$ cat src/verilog/adc_seq_pkg.sv
/*
 * Constants, register layout and types for the conversion sequencer.
 * Assumes a single 20 MHz clock and a classic Wishbone register bus.
 */
// Function
// - Clock select: osc/2, /8, /32, RC
// - Channel field picks one of four inputs
// - Go bit starts conversion, clears when done
// - Pin config field sets analog/digital pins
// - Odd codes below 111 use pin reference
// - Pin config resets to all analog
// - Analog pins read as zero
// - Completion loads result, clears go, flags
// - Eight-bit successive approximation result
// - Two-period recovery wait, capacitor disconnected
// - Converter keeps running in sleep on RC clock
// - RC clock: delay, wake if enabled
// - Sleep aborts non-RC conversion, power down
// - Clearing go aborts, result kept, rewait
// - Conversion takes nine and half periods
package adc_seq_pkg;

	//--------------------------------------------------------------
	// Register word indices (byte address is index times four)
	//--------------------------------------------------------------
	localparam logic [7:0] IDX_MAIN_CTRL   = 8'h1f;
	localparam logic [7:0] IDX_PIN_CFG     = 8'h9f;
	localparam logic [7:0] IDX_RESULT      = 8'h1e;
	localparam logic [7:0] IDX_INT_STATUS  = 8'h20;
	localparam logic [7:0] IDX_INT_MASK    = 8'h21;
	localparam logic [7:0] IDX_PORT_IN     = 8'h22;
	localparam logic [7:0] IDX_SLEEP_CTRL  = 8'h23;

	//--------------------------------------------------------------
	// Field positions
	//--------------------------------------------------------------
	localparam int CLK_SEL_LSB = 6;
	localparam int CHAN_LSB    = 3;
	localparam int GO_BIT      = 2;
	localparam int POWER_BIT   = 0;
	localparam int DONE_STAT   = 0;

	//--------------------------------------------------------------
	// Reset values and codes
	//--------------------------------------------------------------
	localparam logic [7:0] MAIN_CTRL_RST = 8'h00;
	localparam logic [2:0] PIN_CFG_RST   = 3'h0;
	localparam logic [1:0] CLK_RC        = 2'h3;

	//--------------------------------------------------------------
	// Timing: periods in half-periods, RC clock period in ns
	//--------------------------------------------------------------
	localparam int CLK_NS        = 50;
	localparam int RC_TAD_NS     = 4000;
	localparam int RC_TAD_CYC    = RC_TAD_NS / CLK_NS;
	localparam int INSTR_NS      = 1000;
	localparam int INSTR_CYC     = INSTR_NS / CLK_NS;
	localparam int HALF_OSC2     = 1;
	localparam int HALF_OSC8     = 4;
	localparam int HALF_OSC32    = 16;
	localparam int CONV_HALVES   = 19;
	localparam int RECOV_HALVES  = 4;

	typedef enum {
		ST_IDLE,
		ST_DELAY,
		ST_CONVERT,
		ST_RECOVER
	} seq_state_t;

	// Current-state view of the main control fields
	typedef struct packed {
		logic [1:0] clk_sel;
		logic [1:0] chan;
		logic       go;
		logic       power;
	} ctrl_view_t;

endpackage

$ cat src/verilog/tad_tick_gen.sv
/*
 * Half-period tick generator for the bit conversion period.
 * Assumes it runs on the system clock; restarts when clear is high.
 */
module tad_tick_gen
	import adc_seq_pkg::*;
#(
	parameter int RC_CYC = RC_TAD_CYC
) (
	input  wire logic       clock,
	input  wire logic       sys_rst,
	input  wire logic       clear,
	input  wire logic [1:0] conv_clock_select,
	output logic            half_tick
);
	logic [9:0] cnt_r;
	logic [9:0] limit;

	// Half period in system clocks per selected source
	always_comb begin
		case (conv_clock_select)
			2'h0:    limit = 10'(HALF_OSC2);
			2'h1:    limit = 10'(HALF_OSC8);
			2'h2:    limit = 10'(HALF_OSC32);
			default: limit = 10'((RC_CYC + 1) / 2);
		endcase
	end

	assign half_tick = (cnt_r + 10'h001 >= limit) && !clear;

	// Free count restarted on each tick or on clear
	always_ff @(posedge clock or posedge sys_rst) begin
		if (sys_rst) begin
			cnt_r <= 10'h000;
		end else if (clear || half_tick) begin
			cnt_r <= 10'h000;
		end else begin
			cnt_r <= cnt_r + 10'h001;
		end
	end
endmodule // tad_tick_gen

$ cat src/verilog/adc_conversion_sequencer.sv
/*
 * Conversion sequencer: registers, successive approximation control,
 * pin configuration and sleep handling. Assumes a Wishbone classic
 * master and an external comparator answering the trial code.
 */
module adc_conversion_sequencer
	import adc_seq_pkg::*;
#(
	parameter int RC_CYC = RC_TAD_CYC
) (
	input  wire logic        clock,
	input  wire logic        sys_rst,
	input  wire logic        wb_cyc_i,
	input  wire logic        wb_stb_i,
	input  wire logic        wb_we_i,
	input  wire logic [9:0]  wb_adr_i,
	input  wire logic [3:0]  wb_sel_i,
	input  wire logic [31:0] wb_dat_i,
	output logic      [31:0] wb_dat_o,
	output logic             wb_ack_o,
	input  wire logic [3:0]  pin_level,
	input  wire logic        sleep_req,
	input  wire logic        cmp_above,
	output logic      [7:0]  sar_trial,
	output logic      [1:0]  input_channel_select,
	output logic             holding_capacitor,
	output logic             use_pin_reference,
	output logic      [3:0]  analog_pin_mask,
	output logic             converter_active,
	output logic             wake_core,
	output logic             irq
);
	//--------------------------------------------------------------
	// Registers
	//--------------------------------------------------------------
	logic [7:0]  ctrl_r;
	logic [2:0]  pin_config_field;
	logic [7:0]  conversion_result;
	logic        conversion_done_flag;
	logic        conversion_done_int_enable;
	logic [7:0]  sar_r;
	logic [3:0]  bitmask_r;
	logic [4:0]  half_cnt_r;
	logic [4:0]  dly_r;
	logic [2:0]  sync1_r, sync2_r, sync3_r;
	logic [3:0]  pin_s1_r, pin_s2_r, pin_s3_r, pin_r;
	logic        wb_ack_r;
	logic        sleeping_r;
	seq_state_t  state_r;
	ctrl_view_t  cv;
	logic        half_tick;
	logic        tick_clear;
	logic        wr, rd;
	logic [7:0]  adr;
	logic        done_evt;
	logic        abort_sw;
	logic        conv_abort;
	logic        go_wr;
	logic        go_clr_wr;

	assign cv = '{clk_sel: ctrl_r[CLK_SEL_LSB +: 2],
		chan: ctrl_r[CHAN_LSB +: 2],
		go: ctrl_r[GO_BIT], power: ctrl_r[POWER_BIT]};
	assign adr = wb_adr_i[9:2];
	assign wr  = wb_cyc_i && wb_stb_i && wb_we_i && !wb_ack_r && wb_sel_i[0];
	assign rd  = wb_cyc_i && wb_stb_i && !wb_we_i && !wb_ack_r;
	assign go_wr     = wr && adr == IDX_MAIN_CTRL && wb_dat_i[GO_BIT];
	assign go_clr_wr = wr && adr == IDX_MAIN_CTRL && !wb_dat_i[GO_BIT];

	// Pin modes per configuration code: bit set means analog input
	function automatic logic [3:0] analog_of(input logic [2:0] cfg);
		case (cfg)
			3'h0:    analog_of = 4'hf;
			3'h1:    analog_of = 4'hd;
			3'h2:    analog_of = 4'h7;
			3'h3:    analog_of = 4'h5;
			3'h4:    analog_of = 4'h3;
			3'h5:    analog_of = 4'h1;
			3'h6:    analog_of = 4'h1;
			default: analog_of = 4'h0;
		endcase
	endfunction

	assign analog_pin_mask   = analog_of(pin_config_field);
	// Odd codes below seven steal pin 1 as reference
	assign use_pin_reference = pin_config_field[0] && pin_config_field != 3'h7;
	assign input_channel_select = cv.chan;

	//--------------------------------------------------------------
	// Tick generator, restarted outside active timing states
	//--------------------------------------------------------------
	assign tick_clear = state_r == ST_IDLE || state_r == ST_DELAY
		|| conv_abort; // Recovery after abort gets full periods

	tad_tick_gen #(.RC_CYC(RC_CYC)) u_tick (
		.clock            (clock),
		.sys_rst          (sys_rst),
		.clear            (tick_clear),
		.conv_clock_select(cv.clk_sel),
		.half_tick        (half_tick)
	);

	// Pin inputs pass three stages; value moves once stages agree
	always_ff @(posedge clock or posedge sys_rst) begin
		if (sys_rst) begin
			pin_s1_r <= 4'h0;
			pin_s2_r <= 4'h0;
			pin_s3_r <= 4'h0;
			pin_r    <= 4'h0;
		end else begin
			pin_s1_r <= pin_level;
			pin_s2_r <= pin_s1_r;
			pin_s3_r <= pin_s2_r;
			if (pin_s2_r == pin_s3_r) begin
				pin_r <= pin_s3_r;
			end
		end
	end

	// Sleep request is an outside level: same three-stage treatment
	always_ff @(posedge clock or posedge sys_rst) begin
		if (sys_rst) begin
			sync1_r    <= 3'h0;
			sync2_r    <= 3'h0;
			sync3_r    <= 3'h0;
			sleeping_r <= 1'b0;
		end else begin
			sync1_r <= {2'h0, sleep_req};
			sync2_r <= sync1_r;
			sync3_r <= sync2_r;
			if (sync2_r[0] == sync3_r[0]) begin
				sleeping_r <= sync3_r[0];
			end
		end
	end

	wire sleep_edge = sync2_r[0] && sync3_r[0] && !sleeping_r;

	//--------------------------------------------------------------
	// Conversion state machine
	//--------------------------------------------------------------
	assign abort_sw = go_clr_wr && state_r == ST_CONVERT;
	assign conv_abort = abort_sw
		|| (state_r == ST_CONVERT && sleep_edge && cv.clk_sel != CLK_RC);
	assign done_evt = state_r == ST_CONVERT && half_tick
		&& half_cnt_r == 5'(CONV_HALVES - 1);

	// Sequence: optional RC delay, convert, recovery wait
	always_ff @(posedge clock or posedge sys_rst) begin
		if (sys_rst) begin
			state_r    <= ST_IDLE;
			half_cnt_r <= 5'h00;
			dly_r      <= 5'h00;
		end else begin
			case (state_r)
				ST_IDLE: begin
					half_cnt_r <= 5'h00;
					dly_r      <= 5'h00;
					if (go_wr && cv.power) begin
						state_r <= (wb_dat_i[7:6] == CLK_RC) ? ST_DELAY : ST_CONVERT;
					end
				end
				ST_DELAY: begin
					dly_r <= dly_r + 5'h01;
					if (dly_r == 5'(INSTR_CYC - 1)) begin
						state_r <= ST_CONVERT;
					end
				end
				ST_CONVERT: begin
					if (conv_abort) begin
						state_r    <= ST_RECOVER;
						half_cnt_r <= 5'h00;
					end else if (half_tick) begin
						half_cnt_r <= half_cnt_r + 5'h01;
						if (done_evt) begin
							state_r    <= ST_RECOVER;
							half_cnt_r <= 5'h00;
						end
					end
				end
				ST_RECOVER: begin
					if (half_tick) begin
						half_cnt_r <= half_cnt_r + 5'h01;
						if (half_cnt_r == 5'(RECOV_HALVES - 1)) begin
							state_r <= ST_IDLE;
						end
					end
				end
				default: state_r <= ST_IDLE;
			endcase
		end
	end

	// Successive approximation: one bit per full period (odd halves)
	always_ff @(posedge clock or posedge sys_rst) begin
		if (sys_rst) begin
			sar_r     <= 8'h00;
			bitmask_r <= 4'h0;
		end else if (state_r != ST_CONVERT) begin
			sar_r     <= 8'h80;
			bitmask_r <= 4'h7;
		end else if (half_tick && half_cnt_r[0] && half_cnt_r < 5'h10) begin
			// Keep or drop the trial bit, then set the next one
			sar_r[bitmask_r[2:0]] <= cmp_above;
			if (bitmask_r != 4'h0) begin
				sar_r[bitmask_r[2:0] - 3'h1] <= 1'b1;
			end
			bitmask_r <= bitmask_r - 4'h1;
		end
	end

	assign sar_trial = sar_r;
	// Capacitor tracks input only while idle; isolated otherwise
	assign holding_capacitor = cv.power && state_r == ST_IDLE;
	// Non-RC sleep or idle sleep turns the analog core off
	assign converter_active = cv.power && !(sleeping_r && state_r == ST_IDLE)
		&& !(sleeping_r && cv.clk_sel != CLK_RC);

	//--------------------------------------------------------------
	// Registers written by software and updated by hardware
	//--------------------------------------------------------------
	always_ff @(posedge clock or posedge sys_rst) begin
		if (sys_rst) begin
			ctrl_r <= MAIN_CTRL_RST;
		end else if (done_evt || conv_abort) begin
			ctrl_r[GO_BIT] <= 1'b0;
			if (wr && adr == IDX_MAIN_CTRL) begin
				ctrl_r[CLK_SEL_LSB +: 2] <= wb_dat_i[CLK_SEL_LSB +: 2];
				ctrl_r[CHAN_LSB +: 2]    <= wb_dat_i[CHAN_LSB +: 2];
				ctrl_r[POWER_BIT]        <= wb_dat_i[POWER_BIT];
			end
		end else if (wr && adr == IDX_MAIN_CTRL) begin
			// Power bit stays set through sleep abort; go only sticks
			// when a start is possible, else it would never clear
			ctrl_r <= {wb_dat_i[7:6], 1'b0, wb_dat_i[4:3],
				wb_dat_i[GO_BIT] && wb_dat_i[POWER_BIT]
				&& ctrl_r[POWER_BIT] && (state_r == ST_IDLE || cv.go),
				1'b0, wb_dat_i[POWER_BIT]};
		end
	end

	always_ff @(posedge clock or posedge sys_rst) begin
		if (sys_rst) begin
			pin_config_field           <= PIN_CFG_RST;
			conversion_done_int_enable <= 1'b0;
		end else if (wr) begin
			if (adr == IDX_PIN_CFG) pin_config_field <= wb_dat_i[2:0];
			if (adr == IDX_INT_MASK) conversion_done_int_enable <= wb_dat_i[DONE_STAT];
		end
	end

	// Result loads on completion or software write; aborts leave it untouched
	always_ff @(posedge clock or posedge sys_rst) begin
		if (sys_rst) begin
			conversion_result <= 8'h00;
		end else if (done_evt) begin
			conversion_result <= sar_r;
		end else if (wr && adr == IDX_RESULT) begin
			conversion_result <= wb_dat_i[7:0];
		end
	end

	// Sticky flag: set wins over the read that clears it
	always_ff @(posedge clock or posedge sys_rst) begin
		if (sys_rst) begin
			conversion_done_flag <= 1'b0;
		end else if (done_evt) begin
			conversion_done_flag <= 1'b1;
		end else if (rd && adr == IDX_INT_STATUS) begin
			conversion_done_flag <= 1'b0;
		end
	end

	assign irq = conversion_done_flag && conversion_done_int_enable;
	assign wake_core = sleeping_r && irq;

	//--------------------------------------------------------------
	// Wishbone read data and ack
	//--------------------------------------------------------------
	always_ff @(posedge clock or posedge sys_rst) begin
		if (sys_rst) begin
			wb_ack_r <= 1'b0;
			wb_dat_o <= 32'h0000_0000;
		end else begin
			wb_ack_r <= wb_cyc_i && wb_stb_i && !wb_ack_r;
			if (rd) begin
				case (adr)
					IDX_MAIN_CTRL:  wb_dat_o <= {24'h0, ctrl_r};
					IDX_PIN_CFG:    wb_dat_o <= {29'h0, pin_config_field};
					IDX_RESULT:     wb_dat_o <= {24'h0, conversion_result};
					IDX_INT_STATUS: wb_dat_o <= {31'h0, conversion_done_flag};
					IDX_INT_MASK:   wb_dat_o <= {31'h0, conversion_done_int_enable};
					IDX_PORT_IN:    wb_dat_o <= {28'h0, pin_r & ~analog_pin_mask};
					default:        wb_dat_o <= 32'h0000_0000;
				endcase
			end
		end
	end

	assign wb_ack_o = wb_ack_r;
endmodule // adc_conversion_sequencer

$ cat config.mk
export PLATFORM = sky130hd
export DESIGN_NAME = adc_conversion_sequencer
export DESIGN_NICKNAME = d
export VERILOG_FILES = /design/src/verilog/adc_seq_pkg.sv /design/src/verilog/tad_tick_gen.sv /design/src/verilog/adc_conversion_sequencer.sv
export SDC_FILE = /design/constraint.sdc
export NUM_CORES = 1
export LEC_CHECK = 0
export ABC_AREA = 0
export BUFFER_PORTS_ARGS = -buffer_cell sky130_fd_sc_hd__buf_2
export CORE_MARGIN = 4
export CORE_UTILIZATION = 45
export CTS_BUF_LIST = sky130_fd_sc_hd__clkbuf_2 sky130_fd_sc_hd__clkbuf_4 sky130_fd_sc_hd__clkbuf_8
export CTS_CLUSTER_DIAMETER = 150
export DETAILED_ROUTE_END_ITERATION = 10
export GPL_ROUTABILITY_DRIVEN = 0
export GPL_TIMING_DRIVEN = 0
export PLACE_DENSITY = 0.75
export REMOVE_ABC_BUFFERS = 1
export SLEW_MARGIN = 20
export SYNTH_ARGS = -nofsm -noshare
export SYNTH_HDL_FRONTEND = slang
export SYNTH_SLANG_ARGS = --single-unit
$ cat constraint.sdc
create_clock -name clock -period 4.9 [get_ports clock]
set_input_delay 0.49 -clock clock [delete_from_list [all_inputs] [get_ports clock]]
set_output_delay 0.49 -clock clock [all_outputs]
set_load 0.1 [all_outputs]
==> summary.md <==
| Metric | Value |
|---|---|
| Status | `complete, no violations` |
| Num CTS Buffers | `9` |
| Die X | `108 um` |
| Mapped Cells | `427` |
| Share of post-route cells with drive strength above 1 | `0.232` |
| Final HPWL DP | `around 7.5 mm` |
| Nets | `559` |
| Root Buffer | `clkbuf_8` |
| FF-to-FF Start | `u_tick.cnt_r[0]$_DFF_PP0_` |
| Drt total wl | `10.0 mm` |
| Share of the synthesized area in the top cell type | `0.456` |
| Final hold violation count | `0` |
| Crit path depth | `9` |
| Layout area overhead | `12.1%` |
| Worst Hold Class | `input pin to asynchronous set/reset pin` |
| Pwr dens | `368 nW/um2` |
| Crit path max-delay family | `simple AND/OR/NAND/NOR gates` |
| Max Clock Skew | `0.0145 ns` |
| Maximum VDD drop | `about 190 uV` |
| Max incr delay on CP | `0.53 ns` |
| Via/cell ratio | `about 5.6` |
| P_leak | `0.00240 uW` |
| Pin count of the biggest net entering global routing | `53` |
| Worst-margin pin slew | `around 0.77 ns` |
| Setup TNS | `0 ns` |
| WL/cell | `16.0 um` |
| Vias in the first global route | `about 3300` |
| Port bufs | `55` |
| Cells along the critical path | `ha_1 > nand3_1 > xnor2_1 > ha_1 > nand2_1 > o21ai_0 > a21oi_4 > nor3_4 > mux2_1` |
| Final Instance Area | `5040 um2` |
| Std cell rows | `36` |
| Ys Warns | `0` |
| First-pass GRT wire length | `16.4 mm` |
| Die area | `11700 um2` |
| Die Y | `108 um` |
| # hold bufs at CTS | `0` |
| CP required | `~5.2 ns` |
| Worst EP arrival | `about 3.3 ns` |
| # DRC | `0` |
| Total gr overflow | `0` |
| Clock Pin Slew Worst Setup and Hold Paths | `0.10 ns` |
| Via count | `3480` |
| Most common cell after layout, fill and taps aside | `dfrtp_1` |
| R2R Path End | `conversion_result[0]$_DFFE_PP0P_` |
| Bufs and invs on worst path | `0` |
| Final setup fails | `0` |
| Post-route clock period utilization | `0.622` |
| R2R setup slack | `1.85 ns` |
| CTS H-tree depth | `3` |
| Max FO, Critical Path | `17` |
| CP dominant cell by count | `ha_1` |
| Initial Util | `0.460` |
| Area leader, netlist | `dfrtp_1` |
| Count of cell types in the netlist | `66` |
| Most frequent cells in the layout | `dfrtp_1, buf_2, nand2_1` |
| CTS tree | `built` |
| Post-synthesis sequential area ratio | `0.456` |
| Ys flop type | `dfrtp_1` |
| Gr usage total | `0.178` |
| Startpoint types | `register` |
| Seq cells post-synth | `82` |
| I/O Pins | `109` |
| RSZ-0062 raised after global routing | `false` |
| Syn avg cell area | `10.5 um2` |
| Final slew viol count | `0` |
| Fmax | `328 MHz` |
| Initial DRC count | `268` |
| Antenna violations before repair | `0` |
| Maxcap violations | `0` |
| Number of flops mapped to enable cells by yosys | `0` |
| Initial DRT Pass Iterations | `5` |
| Final min period | `3.05 ns` |
| Ys async rst share | `1.00` |
| CTS-repair resized insts | `0` |
| Mapped Area | `roughly 4500 um2` |
| Critical path's slowest cell | `nor3_4` |
| Crit path kind | `register to register` |
| CTS Sinks | `82` |
| Rel. slew slack | `0.481` |
| Top post-synthesis cells by area | `dfrtp_1, mux2_2, ha_1, buf_4, nand2_1` |
| Post-CTS Setup Repair Bufs | `0` |
| Crit path from | `u_tick.cnt_r[0]$_DFF_PP0_` |
| Core Box Area | `a little under 10000 um2` |
| # diodes | `0` |
| Clock latency on the worst-skew pair | `0.38 ns` |
| Placed Area | `4840 um2` |
| Clk buf depth | `2` |
| Reg2Reg Depth | `9` |
| Worst Setup EP | `conversion_result[0]$_DFFE_PP0P_` |
| Setup crit end kind | `register` |
| Antenna viol nets, final | `0` |
[where the power goes]
part	total [uW]	internal [uW]	switching, uW	leakage [uW]
Combinational	573	175	398	0.00124
Clock	493	204	290	0.000104
Sequential	790	735	54.7	0.00106
Total	1860	1110	742	0.00240
[synthesized netlist by cell type, types with 2 or more instances]
master,instances
a211oi_1,5
a21o_1,4
a21oi_1,8
a221oi_1,2
a22o_1,7
a22oi_1,3
a311oi_1,4
a31oi_1,11
and2_1,3
and3_1,10
buf_4,26
clkbuf_1,7
dfrtp_1,82
ha_1,16
inv_1,12
mux2_1,8
mux2_2,25
mux2i_1,7
nand2_1,30
nand2b_1,6
nand3_1,22
nand3b_1,3
nand4_1,7
nand4b_1,2
nor2_1,19
nor3_1,8
nor4_1,2
o21ai_0,16
o21ai_1,5
o22ai_1,4
o311ai_0,2
o31ai_1,7
or2_2,4
or3_1,6
or4_1,2
or4b_1,2
xnor2_1,8
xor2_1,4
[worst min path at each step]
| stage | start | depth (start not counted) | to |
|---|---|---|---|
| global placement | pin_s1_r[0]$_DFF_PP0_ | 0 | pin_s2_r[0]$_DFF_PP0_ |
| floorplan | pin_s1_r[0]$_DFF_PP0_ | 0 | pin_s2_r[0]$_DFF_PP0_ |
| global route | pin_level[1] | 1 | pin_s1_r[1]$_DFF_PP0_ |
| finish | sys_rst | 2 | pin_s2_r[3]$_DFF_PP0_ |
| detailed placement | pin_s1_r[1]$_DFF_PP0_ | 0 | pin_s2_r[1]$_DFF_PP0_ |
| CTS | pin_level[1] | 1 | pin_s1_r[1]$_DFF_PP0_ |
[through the flow]
stage	hold slack (ns)	worst slack, ns	total power (uW)	util	std cells
finish	0.193	1.85	1860	0.516	624
global route	0.198	1.56	1960	0.516	624
CTS	0.205	1.83	1860	0.516	624
detailed placement	0.335	1.87	1370	0.495	608
global placement	0.334	1.39	1340	0.492	607
floorplan	0.331	1.79	1230	-	419
[per-layer routing]
layer | vias up | wire length, um | track usage
li1 | 1642 | - | -
met1 | 1718 | 4450 | 0.249
met2 | 110 | 4800 | 0.280
met3 | 10 | 630 | 0.0364
met4 | 0 | 129 | 0.0559
met5 | - | 0 | 0
[worst reg2reg max path: stages, from the launching register on]
cell and delay (ns):
dfrtp_1 0.43, ha_1 0.26, nand3_1 0.14, xnor2_1 0.17, ha_1 0.29, nand2_1 0.05
o21ai_0 0.50, a21oi_4 0.19, nor3_4 0.54, mux2_1 0.37
[cell type report]
class                      instances  area [um2]
tap                              133         166
multi-input combinational        324        2270
timing repair buffer              56         295
clock buffer                       9         124
fill                             899        4730
clock inverter                     7        81.3
sequential                        82        2050
inverter                          13        51.3
[sequential cells by signal (all words and copies together) (netlist names), 2 cells and up]
register / cells
pin_s2_r: 4
bitmask_r: 4
half_cnt_r: 5
pin_s3_r: 4
u_tick.cnt_r: 10
wb_dat_o: 8
state_r: 2
pin_config_field: 3
dly_r: 5
sar_trial: 8
ctrl_r: 6
pin_r: 4
pin_s1_r: 4
conversion_result: 8
[logic make-up after synthesis]
group / share of synthesized area
XOR/XNOR: 0.0234
AO/OA/AOI/OAI: 0.150
adder cells (fa/ha/maj): 0.0445
buffers and inverters: 0.0620
AND/OR/NAND/NOR: 0.165
other: 0.000834
flip-flops: 0.456
multiplexers: 0.0982
No activity file was read; power rests on OpenSTA's default activity.
